--- src/e1cp_pkg.sv ---
// Shared constants and carrier types for the E1 framer control port
package e1cp_pkg;
   // Reference clock and pin timing
   localparam int CLK_PERIOD_NS = 5;
   localparam int RESET_MIN_NS = 100;
   localparam int RESET_MIN_CYC = (RESET_MIN_NS + CLK_PERIOD_NS - 1) / CLK_PERIOD_NS;
   // Period split between a 4.096 MHz (244 ns) and a 2.048 MHz (488 ns) system clock
   localparam int SYSCLK_SPLIT_NS = 366;
   localparam int SYSCLK_SPLIT_CYC = SYSCLK_SPLIT_NS / CLK_PERIOD_NS;
   localparam int PER_CNT_W = 7;
   localparam logic [PER_CNT_W-1:0] SYSCLK_SPLIT = PER_CNT_W'(SYSCLK_SPLIT_CYC);
   // Location store and byte layout
   localparam int ADDR_W = 5;
   localparam int DATA_W = 8;
   localparam int CH_W = 5;
   localparam int FRAME_BIT_W = 8;
   localparam int CMD_READ_POS = 7;
   // Serial transaction bit positions
   localparam logic [3:0] SER_LAST_CMD_BIT = 4'h7;
   localparam logic [3:0] SER_FIRST_DATA_BIT = 4'h8;
   localparam logic [3:0] SER_LAST_BIT = 4'hf;
   // Bit positions inside one backplane channel, and the stream and parallel read bus enables
   localparam logic [2:0] CH_FIRST_BIT = 3'h0;
   localparam logic [2:0] CH_LAST_BIT = 3'h7;
   localparam logic [DATA_W-1:0] STREAM_OE = 8'h01;
   localparam logic [DATA_W-1:0] PAR_OE = 8'hff;

   typedef enum logic [1:0] {MODE_PAR, MODE_SER, MODE_STREAM} e1cp_mode_e;
   typedef enum logic [1:0] {SER_IDLE, SER_CMD, SER_DATA} e1cp_sphase_e;

   // Data bus drive as seen at the pins
   typedef struct packed {
      logic [DATA_W-1:0] dout;
      logic [DATA_W-1:0] doe;
   } e1cp_bus_s;

   // Asynchronous pins after the synchroniser
   typedef struct packed {
      logic reset_n;
      logic ser_par_sel;
      logic loc_top;
      logic [3:0] loc_low;
      logic rw;
      logic cs_n;
      logic ds_n;
      logic sysclk;
      logic fp_n;
      logic [DATA_W-1:0] data;
   } e1cp_pins_s;
endpackage

--- src/e1cp_mem.sv ---
// Small location store with registered read data
`timescale 1ns/1ps
`default_nettype none
module e1cp_mem #(
   parameter int AW = 5,
   parameter int DW = 8
) (
   input wire logic ref_clk,
   input wire logic rst,
   input wire logic we,
   input wire logic [AW-1:0] waddr,
   input wire logic [DW-1:0] wdata,
   input wire logic [AW-1:0] raddr,
   output logic [DW-1:0] rdata
);
   typedef struct packed {
      logic [DW-1:0] rdata;
   } e1cp_mem_st_s;

   logic [DW-1:0] mem [2**AW];
   e1cp_mem_st_s st_q;
   e1cp_mem_st_s st_d;

   // Read port looks one cycle behind its address
   always_comb begin
      st_d.rdata = mem[raddr];
   end

   // Read data register
   always_ff @(posedge ref_clk or posedge rst) begin
      if (rst) begin
         st_q <= '0;
      end else begin
         st_q <= st_d;
      end
   end

   // Storage array, no reset so it maps onto plain memory
   always_ff @(posedge ref_clk) begin
      if (we) begin
         mem[waddr] <= wdata;
      end
   end

   assign rdata = st_q.rdata;
endmodule
`default_nettype wire

--- src/e1cp_port.sv ---
// Host control port: parallel bus, serial controller and backplane streams
`timescale 1ns/1ps
`default_nettype none
module e1cp_port
   import e1cp_pkg::*;
(
   input wire logic ref_clk,
   input wire logic rst,
   input wire logic reset_pin_n,
   input wire logic serial_parallel_select,
   input wire logic top_location_input,
   input wire logic [3:0] low_location_inputs,
   input wire logic read_write,
   input wire logic chip_select_n,
   input wire logic data_strobe_n,
   input wire logic system_clock_in,
   input wire logic frame_pulse_in_n,
   input wire logic [DATA_W-1:0] data_in,
   output logic [DATA_W-1:0] data_out,
   output logic [DATA_W-1:0] data_oe,
   input wire logic irq_req,
   output logic irq_n_out,
   output logic irq_oe,
   output logic sysclk_is_4m,
   output logic ts_ctrl_valid,
   output logic [CH_W-1:0] ts_ctrl_chan,
   output logic [DATA_W-1:0] ts_ctrl_byte
);
   typedef struct packed {
      logic in_reset;
      logic cs_n_prev;
      logic sclk_prev;
      logic sysclk_prev;
      logic lsb_first;
      e1cp_sphase_e sph;
      logic [3:0] scnt;
      logic [DATA_W-1:0] sshift;
      logic [DATA_W-1:0] cmd;
      logic [DATA_W-1:0] sout;
      e1cp_bus_s bus;
      logic [PER_CNT_W-1:0] percnt;
      logic is4m;
      logic half;
      logic framed;
      logic [FRAME_BIT_W-1:0] bitcnt;
      logic [DATA_W-1:0] sh0;
      logic [DATA_W-1:0] sh1;
      logic [DATA_W-1:0] stat_sh;
      logic tsv;
      logic [CH_W-1:0] tsc;
      logic [DATA_W-1:0] tsb;
      logic irq_oe;
      logic irq_low;
   } e1cp_state_s;

   e1cp_state_s st_q;
   e1cp_state_s st_d;
   e1cp_pins_s pins;
   e1cp_mode_e mode;
   logic mem_we;
   logic [ADDR_W-1:0] mem_waddr;
   logic [DATA_W-1:0] mem_wdata;
   logic [ADDR_W-1:0] mem_raddr;
   logic [DATA_W-1:0] mem_rdata;
   logic active;
   logic cs_fall;
   logic sclk_rise;
   logic sclk_fall;
   logic sys_rise;
   logic bit_en;
   logic ser_bit;
   logic [DATA_W-1:0] ser_byte;
   logic [CH_W-1:0] chan;

   // Port personality from the two select pins
   function automatic e1cp_mode_e decode_mode(input logic sp_sel, input logic st_sel);
      if (!sp_sel) begin
         return MODE_PAR;
      end else if (st_sel) begin
         return MODE_STREAM;
      end
      return MODE_SER;
   endfunction

   // Every pin but irq_req crosses two flip-flops before use
   e1cp_sync #(
      .W($bits(e1cp_pins_s))
   ) u_sync (
      .ref_clk(ref_clk),
      .rst(rst),
      .din({reset_pin_n, serial_parallel_select, top_location_input, low_location_inputs, read_write,
            chip_select_n, data_strobe_n, system_clock_in, frame_pulse_in_n, data_in}),
      .dout(pins)
   );

   // Location store shared by all three access modes
   e1cp_mem #(
      .AW(ADDR_W),
      .DW(DATA_W)
   ) u_mem (
      .ref_clk(ref_clk),
      .rst(rst),
      .we(mem_we),
      .waddr(mem_waddr),
      .wdata(mem_wdata),
      .raddr(mem_raddr),
      .rdata(mem_rdata)
   );

   // Mode, edges and shared pin meanings
   assign mode = decode_mode(pins.ser_par_sel, pins.loc_top);
   assign active = ~pins.cs_n & ~pins.ds_n;
   assign cs_fall = st_q.cs_n_prev & ~pins.cs_n;
   assign sclk_rise = pins.ds_n & ~st_q.sclk_prev;
   assign sclk_fall = ~pins.ds_n & st_q.sclk_prev;
   assign sys_rise = pins.sysclk & ~st_q.sysclk_prev;
   assign bit_en = sys_rise & pins.fp_n & (~st_q.is4m | st_q.half);
   assign ser_bit = st_q.lsb_first ? pins.data[0] : pins.rw;
   assign ser_byte = st_q.lsb_first ? {ser_bit, st_q.sshift[DATA_W-1:1]} : {st_q.sshift[DATA_W-2:0], ser_bit};
   assign chan = st_q.bitcnt[FRAME_BIT_W-1:FRAME_BIT_W-CH_W];

   // Next state of the whole port
   always_comb begin
      st_d = st_q;
      mem_we = 1'b0;
      mem_waddr = '0;
      mem_wdata = '0;
      mem_raddr = '0;
      st_d.cs_n_prev = pins.cs_n;
      st_d.sclk_prev = pins.ds_n;
      st_d.sysclk_prev = pins.sysclk;
      st_d.in_reset = ~pins.reset_n;
      st_d.tsv = 1'b0;
      st_d.irq_low = 1'b0;
      st_d.irq_oe = irq_req & pins.reset_n;
      // System clock period measure and frame alignment
      if (sys_rise) begin
         st_d.is4m = st_q.percnt < SYSCLK_SPLIT;
         st_d.percnt = '0;
      end else if (st_q.percnt != '1) begin
         st_d.percnt = st_q.percnt + PER_CNT_W'(1);
      end
      if (sys_rise && !pins.fp_n) begin
         st_d.bitcnt = '0;
         st_d.half = 1'b0;
         st_d.framed = 1'b1;
      end else if (sys_rise && st_q.is4m) begin
         st_d.half = ~st_q.half;
      end
      if (bit_en && st_q.framed) begin
         st_d.bitcnt = st_q.bitcnt + 8'h01;
      end
      unique case (mode)
         MODE_PAR: begin
            st_d.sph = SER_IDLE;
            st_d.bus = '0;
            mem_raddr = {pins.loc_top, pins.loc_low};
            if (active && pins.rw) begin
               st_d.bus.dout = mem_rdata;
               st_d.bus.doe = PAR_OE;
            end
            if (active && !pins.rw) begin
               mem_we = 1'b1;
               mem_waddr = {pins.loc_top, pins.loc_low};
               mem_wdata = pins.data;
            end
         end
         MODE_SER: begin
            mem_raddr = st_q.cmd[ADDR_W-1:0];
            st_d.bus.dout[DATA_W-1:1] = '0;
            st_d.bus.doe[DATA_W-1:1] = '0;
            if (pins.cs_n) begin
               st_d.sph = SER_IDLE;
               st_d.bus = '0;
            end else if (cs_fall) begin
               st_d.lsb_first = pins.ds_n;
               st_d.sph = SER_CMD;
               st_d.scnt = '0;
               st_d.bus = '0;
            end else if (sclk_rise && st_q.sph != SER_IDLE) begin
               st_d.sshift = ser_byte;
               st_d.scnt = st_q.scnt + 4'h1;
               if (st_q.sph == SER_CMD && st_q.scnt == SER_LAST_CMD_BIT) begin
                  st_d.cmd = ser_byte;
                  st_d.sph = SER_DATA;
               end
               if (st_q.sph == SER_DATA && st_q.scnt == SER_LAST_BIT) begin
                  st_d.sph = SER_IDLE;
                  if (!st_q.cmd[CMD_READ_POS]) begin
                     mem_we = 1'b1;
                     mem_waddr = st_q.cmd[ADDR_W-1:0];
                     mem_wdata = ser_byte;
                  end
               end
            end else if (sclk_fall && st_q.sph == SER_DATA && st_q.cmd[CMD_READ_POS]) begin
               st_d.bus.doe[0] = 1'b1;
               if (st_q.scnt == SER_FIRST_DATA_BIT) begin
                  // First read bit comes straight from the store
                  st_d.bus.dout[0] = st_q.lsb_first ? mem_rdata[0] : mem_rdata[DATA_W-1];
                  st_d.sout = st_q.lsb_first ? {1'b0, mem_rdata[DATA_W-1:1]} : {mem_rdata[DATA_W-2:0], 1'b0};
               end else begin
                  st_d.bus.dout[0] = st_q.lsb_first ? st_q.sout[0] : st_q.sout[DATA_W-1];
                  st_d.sout = st_q.lsb_first ? {1'b0, st_q.sout[DATA_W-1:1]} : {st_q.sout[DATA_W-2:0], 1'b0};
               end
            end
         end
         MODE_STREAM: begin
            // Chip select plays no part here
            st_d.sph = SER_IDLE;
            mem_raddr = chan;
            st_d.bus.dout[DATA_W-1:1] = '0;
            st_d.bus.doe = st_q.framed ? STREAM_OE : '0;
            if (bit_en && st_q.framed) begin
               st_d.sh0 = {st_q.sh0[DATA_W-2:0], pins.rw};
               st_d.sh1 = {st_q.sh1[DATA_W-2:0], pins.ds_n};
               if (st_q.bitcnt[2:0] == CH_FIRST_BIT) begin
                  st_d.bus.dout[0] = mem_rdata[DATA_W-1];
                  st_d.stat_sh = {mem_rdata[DATA_W-2:0], 1'b0};
               end else begin
                  st_d.bus.dout[0] = st_q.stat_sh[DATA_W-1];
                  st_d.stat_sh = {st_q.stat_sh[DATA_W-2:0], 1'b0};
               end
               if (st_q.bitcnt[2:0] == CH_LAST_BIT) begin
                  mem_we = 1'b1;
                  mem_waddr = chan;
                  mem_wdata = {st_q.sh0[DATA_W-2:0], pins.rw};
                  st_d.tsv = 1'b1;
                  st_d.tsc = chan;
                  st_d.tsb = {st_q.sh1[DATA_W-2:0], pins.ds_n};
               end
            end
         end
      endcase
      // Reset pin low clears all port state but the edge history and sets in_reset; stored bytes are kept
      if (!pins.reset_n) begin
         st_d = '0;
         st_d.in_reset = 1'b1;
         st_d.cs_n_prev = pins.cs_n;
         st_d.sclk_prev = pins.ds_n;
         st_d.sysclk_prev = pins.sysclk;
         mem_we = 1'b0;
      end
   end

   // State register
   always_ff @(posedge ref_clk or posedge rst) begin
      if (rst) begin
         st_q <= '0;
      end else begin
         st_q <= st_d;
      end
   end

   // Outputs straight from the state register
   assign data_out = st_q.bus.dout;
   assign data_oe = st_q.bus.doe;
   assign irq_n_out = st_q.irq_low;
   assign irq_oe = st_q.irq_oe;
   assign sysclk_is_4m = st_q.is4m;
   assign ts_ctrl_valid = st_q.tsv;
   assign ts_ctrl_chan = st_q.tsc;
   assign ts_ctrl_byte = st_q.tsb;
endmodule
`default_nettype wire

--- src/e1cp_sync.sv ---
// Two-stage synchroniser for a bundle of asynchronous pins
`timescale 1ns/1ps
`default_nettype none
module e1cp_sync #(
   parameter int W = 1
) (
   input wire logic ref_clk,
   input wire logic rst,
   input wire logic [W-1:0] din,
   output logic [W-1:0] dout
);
   typedef struct packed {
      logic [W-1:0] s1;
      logic [W-1:0] s2;
   } e1cp_sync_st_s;

   e1cp_sync_st_s st_q;
   e1cp_sync_st_s st_d;

   // First stage is read only by the second stage
   always_comb begin
      st_d.s1 = din;
      st_d.s2 = st_q.s1;
   end

   // State register
   always_ff @(posedge ref_clk or posedge rst) begin
      if (rst) begin
         st_q <= '0;
      end else begin
         st_q <= st_d;
      end
   end

   assign dout = st_q.s2;
endmodule
`default_nettype wire
--- config.mk ---
export PLATFORM = sky130hd
export DESIGN_NAME = e1cp_port
export DESIGN_NICKNAME = d
export VERILOG_FILES = /design/src/e1cp_pkg.sv /design/src/e1cp_mem.sv /design/src/e1cp_port.sv /design/src/e1cp_sync.sv
export SDC_FILE = /design/constraint.sdc
export NUM_CORES = 1
export LEC_CHECK = 0
export BUFFER_PORTS_ARGS = -buffer_cell sky130_fd_sc_hd__buf_2
export CAP_MARGIN = 0
export CORE_UTILIZATION = 45
export CTS_BUF_LIST = sky130_fd_sc_hd__clkbuf_4
export CTS_CLUSTER_DIAMETER = 120
export CTS_CLUSTER_SIZE = 40
export DETAILED_ROUTE_END_ITERATION = 7
export GPL_ROUTABILITY_DRIVEN = 0
export SYNTH_ARGS = -nofsm -noshare
export SYNTH_HDL_FRONTEND = slang
export SYNTH_HIERARCHICAL = 1
export SYNTH_SLANG_ARGS = --single-unit
export TNS_END_PERCENT = 5
--- constraint.sdc ---
create_clock -name ref_clk -period 3.8 [get_ports ref_clk]
set_input_delay 0.76 -clock ref_clk [delete_from_list [all_inputs] [get_ports ref_clk]]
set_output_delay 0.76 -clock ref_clk [all_outputs]
set_load 0.05 [all_outputs]
### After elaboration in Yosys (flattened, before gate mapping)

Memory sizes are Yosys's and may differ from the RTL's. A register that Yosys moved wholly into a read port is not among the register bits.
Cells that the tools add are included.

| operators by class | value |
|---|---|
| add/sub/neg operators | 3 |
| equal/unequal tests | 31 |
| div/mod/pow operators | 0 |
| $lt $le $gt $ge | 1 |
| bitwise gates (word level) | 15 |
| reduce and logical (&&, ||, !) cells | 26 |
| muxes and demuxes | 83 |
| $mul | 0 |
| shifts and indexed selects | 0 |

Operator list:

| kind | count |
|---|---|
| 2-to-1 mux 8 bit | 17 |
| 2-to-1 mux 105 bit | 1 |
| 2-to-1 mux 38 bit | 2 |
| 2-to-1 mux 28 bit | 2 |
| case mux 16 bit (3 select lines) | 1 |
| 2-to-1 mux 5 bit | 8 |
| 2-to-1 mux 1 bit | 32 |
| case mux 5 bit (3 select lines) | 2 |
| inequality test 2 bit (second input constant) | 13 |
| 2-to-1 mux 24 bit | 1 |
| case mux 8 bit (3 select lines) | 1 |
| 2-to-1 mux 22 bit | 1 |
| 2-to-1 mux 9 bit | 2 |
| 2-to-1 mux 16 bit | 1 |
| inequality test 3 bit (second input constant) | 5 |
| inequality test 5 bit (second input constant) | 3 |
| 2-to-1 mux 14 bit | 1 |
| 2-to-1 mux 7 bit | 2 |
| 2-to-1 mux 2 bit | 6 |
| AND reduction 3 bit | 4 |
| logical AND 1 bit | 10 |
| AND reduction 5 bit | 2 |
| adder 8 x 1 -> 8 bit (second input constant) | 1 |
| AND 1 bit | 8 |
| other kinds (22) | 33 |

| storage, ports and cells | value |
|---|---|
| ROM bits | 0 |
| memory bits (writable) | 256 |
| latch bits | 0 |
| register bits after elaboration | 146 |
| bits of input ports | 23 |
| logic and storage cells | 188 |
| memories kept | 1 |

Memory list:

| name | words | width | read ports | clocked after Yosys merged registers in | wr ports | RTL line | source |
|---|---|---|---|---|---|---|---|
| u_mem.mem | 32 | 8 | 1 | 1 | 1 | e1cp_mem.sv:20 | `logic [DW-1:0] mem [2**AW];` |

### Depth between registers and ports, before layout

Gate-level depths: netlist of run 1.

| depth | value |
|---|---|
| depth in word-level cells | 10 |
| gate-level depth with buffers | 11 |
| gate-level depth less buffers | 8 |

### Hierarchy

Netlist of run 1, hierarchy kept.

By module, submodules not included:

| module | area an instance (um^2) | times used | seq. area each (um^2) | cells an instance |
|---|---|---|---|---|
| e1cp_mem | 10,097.2 | 1 | 7,887.6 | 418 |
| e1cp_port | 4,923.5 | 1 | 2,402.3 | 496 |
| e1cp_sync | 1,004.7 | 1 | 1,001.0 | 41 |

### Worst setup path after synthesis of run 1

No wires, ideal clock.

| path | value |
|---|---|
| path kind | reg-to-reg |
| from | reg st_q[107] in the netlist's numbering |
| to | mem u_mem.mem[0][0], enable pin |
| data required time | 3.430 ns |
| library setup time | 0.370 ns |
| clock period less this slack | 3.275 ns |
| setup slack | 0.525 ns |
| stages on the path, launching flop included | 9 |
| data arrival time | 2.905 ns |
| cell sequence | dfrtp_1 > or4b_1 > buf_2 > or3_1 > clkbuf_1 > a31oi_1 > or3b_2 > clkbuf_1 > nor2_1 |

| on the way | value |
|---|---|
| cells in the longest elaborated chain, start to end | 7 |
| elaborated cells on any way between the ends | 10 |
| classes of those cells | mux: 9; bitwise: 1 |

Ends and longest elaborated chain:

| what | RTL line | source |
|---|---|---|
| start: declaration | e1cp_port.sv:56 | `e1cp_state_s st_q;` |
| start signal: assignment | e1cp_port.sv:250 | `st_q <= st_d;` |
| AND 1 bit | e1cp_port.sv:113 | `assign cs_fall = st_q.cs_n_prev & ~pins.cs_n;` |
| 2-to-1 mux 1 bit | e1cp_port.sv:175 | `end else if (cs_fall) begin` |
| 2-to-1 mux 1 bit | e1cp_port.sv:172 | `if (pins.cs_n) begin` |
| case mux 1 bit (3 select lines) | e1cp_port.sv:153 | `unique case (mode)` |
| 2-to-1 mux 1 bit | e1cp_port.sv:235 | `if (!pins.reset_n) begin` |
| net mem_we | e1cp_port.sv:60 | `logic mem_we;` |
| 2-to-1 mux 1 bit | e1cp_mem.sv:40 | `if (we) begin` |
| 2-to-1 mux 1 bit (not written as such) | e1cp_mem.sv:41 | `mem[waddr] <= wdata;` |
| end: declaration | e1cp_mem.sv:20 |  |

The timed path passes the listed nets, and every way through them passes these cells.

### Final worst setup path of run 1

| path | value |
|---|---|
| from | reg u_sync.st_q (netlist bit u_sync/dout[17]) |
| to | mem u_mem.mem[0][7], enable pin |

| on the way | value |
|---|---|
| cells in the longest elaborated chain, start to end | 8 |
| elaborated cells on any way between the ends | 12 |
| classes of those cells | eq/ne: 2; mux: 9; reduce/logical: 1 |

Ends and longest elaborated chain:

| what | RTL line | source |
|---|---|---|
| start: declaration | e1cp_sync.sv:17 | `e1cp_sync_st_s st_q;` |
| start signal: assignment | e1cp_sync.sv:31 | `st_q <= st_d;` |
| 2-to-1 mux 1 bit * | e1cp_port.sv:79 | `end else if (st_sel) begin` |
| 2-to-1 mux 1 bit * | e1cp_port.sv:77 | `if (!sp_sel) begin` |
| 2-to-1 mux 2 bit * | e1cp_port.sv:82 | `return MODE_SER;` |
| == test 2 bit (tied with other cells) | e1cp_port.sv:153 |  |
| case mux 1 bit (3 select lines) * | e1cp_port.sv:153 |  |
| 2-to-1 mux 1 bit * | e1cp_port.sv:235 |  |
| net mem_we | e1cp_port.sv:60 |  |
| 2-to-1 mux 1 bit * | e1cp_mem.sv:40 |  |
| 2-to-1 mux 1 bit (not written as such) * | e1cp_mem.sv:41 |  |

Mark *: on every way through the listed nets, which the timed path passes. The rest lies on a longest branch.

==> results.py, run 1 <==
metrics = {
    "routing": {
        "dr_total_vias": 8319,
        "wl_per_cell_um": 23.1,
        "post_drt_via_cell_ratio": 5.60,
        "drtAntennaViolNets": 0,
        "drt-total-wl_mm": 34.3,
        "dr.pass1.iters": 5,
        "drc_errors": 0,
        "drt_iter0_drc": 564,
    },
    "cells_and_area": {
        "fin_util_pct": 49.6,
        "synthToLayoutAreaGrowth_pct": 7.63,
        "nets": 1052,
        "drive_gt1_share_pct": 24.1,
    },
    "global_route": {
        "antenna_found_initial": 2,
        "grt_pass1_wl_mm": 52.2,
        "track_usage_pct": 19.4,
        "globalRouteOverflowTotal": 0,
        "grt_max_degree": 65,
        "grt_pass1_vias": 8262,
    },
    "floorplanning": {
        "chipWidth_um": 191,
        "die_area_um2": 36400,
        "die_y_um": 191,
        "initial_core_util_pct": 46.1,
        "pin_count": 56,
        "core_um2": 34800,
        "rows": 68,
    },
    "yosys": {
        "synthArstFlopShare_pct": 36.0,
        "ys_warn_count": 6,
        "ys_ff_latch": 400,
        "synth_cell_types": 51,
        "avgSynthCellArea_um2": 16.8,
        "synth_common_cells": "edfxtp_1, dfrtp_1, mux4_2, nor2_1, nand2_1",
        "synth_flop_cell": "edfxtp_1",
        "netlist_area_um2": 16000,
        "synth_fp_nets": 984,
        "synth_top_area_cell": "edfxtp_1",
        "synth_top_cell_area_share_pct": 48.0,
        "yosysMostFrequentCell": "edfxtp_1",
        "synth_fa_ha_area_share_pct": 0.468,
        "synthTopCellsByArea": "edfxtp_1, dfrtp_1, mux4_2, nor2_1, buf_4",
        "synth_compound_area_share_pct": 4.48,
        "synth_mux_area_share_pct": 15.0,
        "yosysSeqAreaShare_pct": 70.5,
        "synthXorXnorAreaFrac_pct": 0.328,
        "synth_top_family_by_area": "multiplexers",
        "synth-edff-count": 256,
        "synth-simple-area-share_pct": 6.32,
        "syn_inst": 955,
    },
    "timing": {
        "clock_skew_ns": 0.0853,
        "timing.fmax_ghz": 0.283,
        "hold_viol": 0,
        "worst_pin_slew_ns": 0.929,
        "finalSetupViolCount": 0,
        "whs_ns": 0.101,
        "timing.final.crit_share_pct": 92.9,
        "maxSlewHeadroom_pct": 38.1,
        "rsz0062_at_grt": "no",
        "period_needed_ns": 3.53,
        "setup_tns_ns": 0,
        "slew_violations": 0,
    },
    "setup_path": {
        "reg2reg_slack_ns": 0.27,
        "arrival_ns": 4.01,
        "critPathCaptureType": "flip-flop",
        "cpPeakStageDelay_ns": 0.64,
        "crit_start": "u_sync/dout[17]",
        "worstRegToRegCells": 5,
        "start_kind": "flip-flop",
        "path_max_fanout": 11,
        "r2r_end": "u_mem/mem[0][7]",
        "path_cells": "or4b_1 -> or3_1 -> a31oi_1 -> or3b_2 -> nor2_1",
        "r2r-start": "u_sync/dout[17]",
        "worstSetupPathType": "reg -> reg",
        "worstPathRequired_ns": 4.27,
        "endpoint": "u_mem/mem[0][7]",
        "cpMaxStageDelayCell": "or3b_2",
    },
    "power": {
        "powerDensity_nw_per_um2": 372,
        "p_switching_mw": 1.40,
        "leakage_nw": 6.94,
        "power.total_mw": 6.42,
        "combPwrFrac_pct": 5.2,
        "vdd_drop_max_v": 0.000291,
        "clkPwrFrac_pct": 21.8,
        "seq_power_share_pct": 73.0,
        "intPower_mw": 5.02,
        "p_sw_share_pct": 21.8,
    },
    "cts": {
        "cts_tree": "done",
        "h-tree-depth": 1,
        "root_buffer": "clkbuf_4",
        "clockBufferDepth": 3,
        "cts_hold_buf": 8,
        "cts.reportedPaths.clkPinSlew_ns": 0.39,
        "numClockSinks": 400,
        "ctsResizeCount": 0,
        "cts_buffers": 13,
        "postCtsSetupBuffers": 0,
        "clock_latency_ns": 0.81,
    },
    "placed_design": {
        "port_buffers": 54,
        "place_hpwl_mm": 22.1,
    },
    "worst_hold_path": {
        "min_path_type": "in -> reg",
    },
    "run_status": {
        "status": "completed",
    },
    "flow_run": {
        "maxCapViolations": 0,
    },
}
-- per-layer routing --
metal  share of wire (%)  GRT usage (%)  wire length, µm  up-vias
met4                 1.9           4.22              659        0
met5                   0              0                0        -
li1                    -              -                -     3724
met1                  46           29.6            15700     4301
met3                 5.4           2.23             1850       32
met2                  47           30.2            16100      262
-- area by class of cell --
type	instances	area [µm²]
Clock buffer	20	150
Sequential cell	400	11300
Inverter	10	40.0
Clock inverter	1	3.75
Multi-Input combinational cell	469	4290
Antenna cell	1	2.50
Fill cell	2925	17600
Timing Repair Buffer	129	898
Tap cell	455	569
-- power by group through the flow --
stage | Combinational (mW) | Clock, mW | Sequential [mW]
3_3_place_gp | 0.329 | 0 | 4.76
4_1_cts | 0.338 | 1.45 | 4.68
6_report | 0.336 | 1.40 | 4.68
5_1_grt | 0.366 | 1.58 | 4.69
2_1_floorplan | 0.237 | 0 | 4.75
3_5_place_dp | 0.330 | 0 | 4.76
-- worst max-delay path: cells and delay by family (launching register included) --
family	cells	cell delay [ns]
AO/OA/AOI/OAI	1	0.41
flip-flops	1	0.62
AND/OR/NAND/NOR	4	2.22
-- sequential cells by signal, summed over array words and instances, names as in the netlist, 2 cells and up --
signal	flops
data_oe	2
st_q	65
u_mem/mem	256
data_out	8
ts_ctrl_byte	8
chan	5
ts_ctrl_chan	5
u_sync/st_d	20
u_sync/dout	20
u_mem/rdata	8
-- cell usage in the layout (no fill, tap or decap), drive strengths merged, types with 2 or more instances in the layout --
cell         instances
mux4                85
mux2i               25
nor2b                2
nor2                85
clkbuf              20
nand3               14
or3b                 3
nor3b                2
clkinv               2
a32o                 3
a21oi               28
nor3                 7
a22oi                6
edfxtp             256
a31oi                5
nand2b               6
dfrtp              144
dlygate4sd3         16
a22o                21
ha                   6
inv                  9
o21ai               22
a221o                7
and2                10
nand4                3
and3                 4
or3                  3
o21a                 3
nand3b               6
mux2                19
o211ai               4
o31ai                3
nand2               70
xor2                 5
buf                113
-- per-stage QoR --
stage / instance area (µm²) / setup WS [ns] / cells
after global routing: 17200 / 0.120 / 1485
after CTS: 17200 / 0.327 / 1476
after detailed placement: 16900 / 0.316 / 1447
after global placement: 16900 / 0.338 / 1447
final: 17200 / 0.268 / 1485
after floorplan: 16000 / 0.525 / 955
-- cell families after synthesis --
group	Yosys count
buf+inv	86
compound gates	105
fa+ha+maj	6
simple gates	222
other cells	1
xor+xnor	6
flops	400
mux	129
-- how the worst min path moves through the flow --
stage	end	cells past startpoint	slack (ns)	startpoint
floorplan	u_sync/dout[0]	0	0.33	u_sync/st_d[0]
global placement	u_sync/dout[6]	0	0.33	u_sync/st_d[6]
detailed placement	u_sync/dout[15]	0	0.33	u_sync/st_d[15]
CTS	u_sync/st_d[9]	1	0.03	system_clock_in
global route	u_sync/st_d[18]	1	0.02	serial_parallel_select
finish	u_sync/st_d[18]	1	0.10	serial_parallel_select
No activity file was read; power rests on OpenSTA's default activity.
==> run 2, diff against run 1 <==
Settings changed: HOLD_SLACK_MARGIN set to 0.15.
==> run 2 against run 1 <==
Effect of this change: clock-buffer cell count stayed put; critical endpoint is now u_mem/mem[0][5]; highest routed layer unchanged; non-clock buffer count is 6 higher; first-iteration DRC count grew 4.1%.
==> results.py, run 2 (same netlist as run 1, synthesis figures left out) <==
metrics = {
    "floorplanning": {
        "chipWidth_um": 191,
        "core_um2": 34800,
        "initial_core_util_pct": 46.1,
        "die_y_um": 191,
        "pin_count": 56,
        "die_area_um2": 36400,
        "rows": 68,
    },
    "placed_design": {
        "place_inst": 1447,
        "place_hpwl_mm": 22.1,
        "place_ws_ns": 0.316,
        "port_buffers": 54,
    },
    "cts": {
        "clockBufferDepth": 3,
        "cts_buffers": 13,
        "h-tree-depth": 1,
        "cts_tree": "done",
        "numClockSinks": 400,
        "ctsResizeCount": 0,
        "clock_latency_ns": 0.80,
        "postCtsSetupBuffers": 0,
        "cts.reportedPaths.clkPinSlew_ns": 0.39,
        "cts_hold_buf": 22,
        "root_buffer": "clkbuf_4",
    },
    "setup_path": {
        "worstPathRequired_ns": 4.28,
        "path_max_fanout": 11,
        "arrival_ns": 4.03,
        "path_cells": "or4b_1 -> or3_1 -> a31oi_1 -> or3b_2 -> nor2_1",
        "cpPeakStageDelay_ns": 0.64,
        "crit_start": "u_sync/dout[17]",
        "crit_family": "simple AND/OR/NAND/NOR gates",
        "critPathCaptureType": "flip-flop",
        "path_buf_inv": 0,
        "cpMaxStageDelayCell": "or3b_2",
        "start_kind": "flip-flop",
        "worstSetupPathType": "reg -> reg",
        "r2r-start": "u_sync/dout[17]",
    },
    "run_status": {
        "status": "completed",
    },
    "cells_and_area": {
        "largestRegisters": "u_mem/mem (256), st_q (65)",
        "synthToLayoutAreaGrowth_pct": 8.00,
        "largest_reg_flops": 256,
        "fin_util_pct": 49.7,
        "nets": 1058,
        "fin_cells": 1491,
        "regMostFlops": "u_mem/mem",
        "multi_input_area_um2": 4290,
        "num-fill-cells": 2917,
        "drive_gt1_share_pct": 24.0,
        "final_common_cell": "edfxtp_1",
        "layout_common_cells": "edfxtp_1, dfrtp_1, nor2_1, mux4_2, nand2_1",
        "regArea_um2": 11300,
    },
    "routing": {
        "dr_total_vias": 8353,
        "dr.pass1.iters": 5,
        "drt_iter0_drc": 587,
        "drtAntennaViolNets": 0,
        "wl_per_cell_um": 23.1,
        "post_drt_via_cell_ratio": 5.60,
        "drt-total-wl_mm": 34.4,
        "drc_errors": 0,
    },
    "flow_run": {
        "maxCapViolations": 0,
    },
    "timing": {
        "finalSetupViolCount": 0,
        "slew_violations": 0,
        "layout_setup_ws_ns": 0.249,
        "whs_ns": 0.394,
        "clock_skew_ns": 0.0787,
        "maxSlewHeadroom_pct": 37.9,
        "period_needed_ns": 3.55,
        "timing.final.crit_share_pct": 93.5,
        "rsz0062_at_grt": "no",
        "hold_viol": 0,
        "worst_pin_slew_ns": 0.932,
        "setup_tns_ns": 0,
        "timing.fmax_ghz": 0.282,
    },
    "power": {
        "leakage_nw": 6.97,
        "combPwrFrac_pct": 5.3,
        "p_sw_share_pct": 21.8,
        "clkPwrFrac_pct": 21.8,
        "intPower_mw": 5.02,
        "p_switching_mw": 1.40,
        "vdd_drop_max_v": 0.000294,
        "powerDensity_nw_per_um2": 371,
        "seq_power_share_pct": 72.9,
    },
    "global_route": {
        "grt_max_degree": 65,
        "antenna_found_initial": 2,
        "globalRouteOverflowTotal": 0,
        "track_usage_pct": 19.5,
        "grt_pass1_vias": 8301,
        "grt_pass1_wl_mm": 52.3,
    },
    "worst_hold_path": {
        "min_from": "u_sync/st_d[3]",
        "min_path_type": "reg -> reg",
    },
}
[run 2: cell types whose count changed in the layout (fill, tap and decap cells not counted), sizes merged]
cell,before,now
dlygate4sd3,16,22
[run 2: cell type report]
cell class	count	area share (%)
antenna	1	0.0145
clock buffer	20	0.867
clock inverter	1	0.0217
inverter	10	0.231
multi-input combinational	469	24.8
sequential	400	65.2
tap	455	3.29
timing repair buffer	135	5.54
[run 2: final timing paths]
| path | endpoint | slack, ns | cells after the start |
|---|---|---|---|
| worst max-delay path | u_mem/mem[0][5] | 0.25 | 5 |
| max in group asynchronous | st_q[40] | 2.31 | 4 |
| worst min-delay path | u_sync/dout[3] | 0.39 | 0 |
| worst min register to register | u_sync/dout[3] | 0.39 | 0 |
| worst max register to register | u_mem/mem[0][5] | 0.25 | 5 |
| min in group asynchronous | u_mem/rdata[4] | 0.43 | 3 |
[run 2: power by group through the flow]
stage / Clock [mW] / Combinational, mW / Sequential, mW
3_5_place_dp: 0 / 0.330 / 4.76
6_report: 1.40 / 0.342 / 4.68
2_1_floorplan: 0 / 0.237 / 4.75
4_1_cts: 1.45 / 0.349 / 4.68
3_3_place_gp: 0 / 0.329 / 4.76
5_1_grt: 1.58 / 0.371 / 4.69
[run 2: per-stage QoR]
stage                     power [mW]  instance area (µm²)
after global placement          5.09                16900
after global routing            6.64                17300
after detailed placement        5.09                16900
after CTS                       6.48                17300
after floorplan                 4.99                16000
final                           6.42                17300
[run 2: per-layer routing]
| metal | global-route usage (%) | up-vias | share of wire [%] |
|---|---|---|---|
| li1 | - | 3740 | - |
| met1 | 29.6 | 4339 | 46 |
| met2 | 30.3 | 242 | 47 |
| met3 | 2.23 | 32 | 5.0 |
| met4 | 4.22 | 0 | 1.9 |
| met5 | 0 | - | 0 |
==> run 3, diff against run 2 <==
==> constraint.sdc (replaced) <==
create_clock -name ref_clk -period 3.8 [get_ports ref_clk]
set_input_delay 0.57 -clock ref_clk [delete_from_list [all_inputs] [get_ports ref_clk]]
set_output_delay 0.57 -clock ref_clk [all_outputs]
set_load 0.05 [all_outputs]
==> run 3 against run 2 <==
Effect of this change: die area unchanged; sequential cell count unchanged; core utilization up 0.23 points; first-iteration DRC count up 27%; critical path type unchanged; largest power group unchanged.
==> results.py, run 3 (same netlist as run 1, synthesis figures left out) <==
metrics = {
    "setup_path": {
        "cpMaxStageDelayCell": "dfrtp_1",
        "path_cells": "or4b_1 -> or3_1 -> a31oi_1 -> or3b_2 -> nor2_1",
        "start_kind": "flip-flop",
        "path_buf_inv": 0,
        "critPathCaptureType": "flip-flop",
        "worstPathRequired_ns": 4.28,
        "crit_family": "simple AND/OR/NAND/NOR gates",
        "cpPeakStageDelay_ns": 0.61,
        "path_max_fanout": 11,
        "arrival_ns": 3.93,
        "worstSetupPathType": "reg -> reg",
    },
    "cells_and_area": {
        "final_common_cell": "edfxtp_1",
        "regArea_um2": 11300,
        "largest_reg_flops": 256,
        "num-fill-cells": 2878,
        "nets": 1062,
        "regMostFlops": "u_mem/mem",
        "layout_common_cells": "edfxtp_1, dfrtp_1, nor2_1, mux4_2, nand2_1",
        "drive_gt1_share_pct": 24.2,
        "synthToLayoutAreaGrowth_pct": 8.49,
        "largestRegisters": "u_mem/mem (256), st_q (65)",
        "multi_input_area_um2": 4290,
    },
    "cts": {
        "ctsResizeCount": 0,
        "clockBufferDepth": 3,
        "cts_buffers": 14,
        "numClockSinks": 400,
        "cts_tree": "done",
        "h-tree-depth": 1,
        "clock_latency_ns": 0.81,
        "root_buffer": "clkbuf_4",
        "cts.reportedPaths.clkPinSlew_ns": 0.36,
    },
    "routing": {
        "drt-total-wl_mm": 33.9,
        "wl_per_cell_um": 22.7,
        "post_drt_via_cell_ratio": 5.60,
        "drc_errors": 0,
        "drtAntennaViolNets": 0,
        "drt_iter0_drc": 746,
        "dr_total_vias": 8380,
        "dr.pass1.iters": 5,
    },
    "timing": {
        "hold_viol": 0,
        "setup_tns_ns": 0,
        "finalSetupViolCount": 0,
        "timing.fmax_ghz": 0.290,
        "period_needed_ns": 3.44,
        "maxSlewHeadroom_pct": 36.0,
        "slew_violations": 0,
        "rsz0062_at_grt": "no",
        "whs_ns": 0.318,
        "timing.final.crit_share_pct": 90.6,
        "clock_skew_ns": 0.131,
        "worst_pin_slew_ns": 0.960,
    },
    "floorplanning": {
        "die_area_um2": 36400,
        "die_y_um": 191,
        "chipWidth_um": 191,
        "rows": 68,
        "core_um2": 34800,
        "initial_core_util_pct": 46.1,
        "pin_count": 56,
    },
    "global_route": {
        "grt_pass1_vias": 8418,
        "globalRouteOverflowTotal": 0,
        "antenna_found_initial": 1,
        "track_usage_pct": 19.3,
        "grt_max_degree": 78,
        "grt_pass1_wl_mm": 52.3,
    },
    "run_status": {
        "status": "completed",
    },
    "power": {
        "intPower_mw": 5.06,
        "clkPwrFrac_pct": 22.8,
        "power.total_mw": 6.51,
        "vdd_drop_max_v": 0.000290,
        "p_sw_share_pct": 22.2,
        "p_switching_mw": 1.44,
        "powerDensity_nw_per_um2": 374,
        "leakage_nw": 7.00,
        "seq_power_share_pct": 72.0,
        "combPwrFrac_pct": 5.2,
    },
    "placed_design": {
        "place_hpwl_mm": 21.9,
        "port_buffers": 54,
    },
    "worst_hold_path": {
        "min_path_type": "reg -> reg",
    },
    "flow_run": {
        "maxCapViolations": 0,
    },
}
[run 3: cell count changes in the layout (fill, tap and decap cells not counted), sizes merged]
cell / before / now
clkinv: 2 / 5
buf: 113 / 115
clkbuf: 20 / 21
dlygate4sd3: 22 / 23
inv: 9 / 8
[run 3: metrics by stage]
step	setup WS, ns	area (µm²)	instances	util, %
4_1_cts	0.397	17400	1496	50.0
3_3_place_gp	0.514	16900	1449	48.7
6_report	0.356	17400	1497	50.0
5_1_grt	0.180	17400	1497	50.0
3_5_place_dp	0.407	16900	1449	48.7
2_1_floorplan	0.525	16000	955	-
[run 3: metal layers]
| layer | global-route usage, % | vias up | wire, µm |
|---|---|---|---|
| met5 | 0 | - | 0 |
| met1 | 28.8 | 4433 | 15800 |
| met2 | 30.9 | 170 | 16400 |
| met4 | 4.00 | 0 | 610 |
| li1 | - | 3751 | - |
| met3 | 1.75 | 26 | 1180 |
[run 3: area by class of cell]
type | count | area share (%)
timing repair buffer | 138 | 5.66
inverter | 10 | 0.230
antenna | 1 | 0.0144
tap | 455 | 3.27
clock buffer | 21 | 0.907
clock inverter | 3 | 0.288
sequential | 400 | 64.9
multi-input combinational | 469 | 24.7
[run 3: final timing paths]
kind,slack (ns),startpoint,cells past startpoint,end
min,0.32,u_sync/st_d[19],0,u_sync/dout[19]
max in group asynchronous,2.43,rst,4,ts_ctrl_byte[7]
min reg2reg,0.32,u_sync/st_d[19],0,u_sync/dout[19]
max,0.36,u_sync/dout[17],5,u_mem/mem[0][5]
max reg2reg,0.36,u_sync/dout[17],5,u_mem/mem[0][5]
min in group asynchronous,0.37,rst,4,u_sync/st_d[0]
[run 3: power groups by stage]
stage / logic (mW) / registers [mW] / clock network [mW]
3_5_place_dp: 0.331 / 4.77 / 0
5_1_grt: 0.375 / 4.69 / 1.67
4_1_cts: 0.350 / 4.68 / 1.55
3_3_place_gp: 0.329 / 4.77 / 0
2_1_floorplan: 0.237 / 4.75 / 0
6_report: 0.341 / 4.68 / 1.48
[run 3: timing repair]
| item | CTS | global route |
|---|---|---|
| hold buffers | 23 | 0 |
| setup buffers | 0 | 0 |
| endpoints found under the hold margin | 145 | 0 |
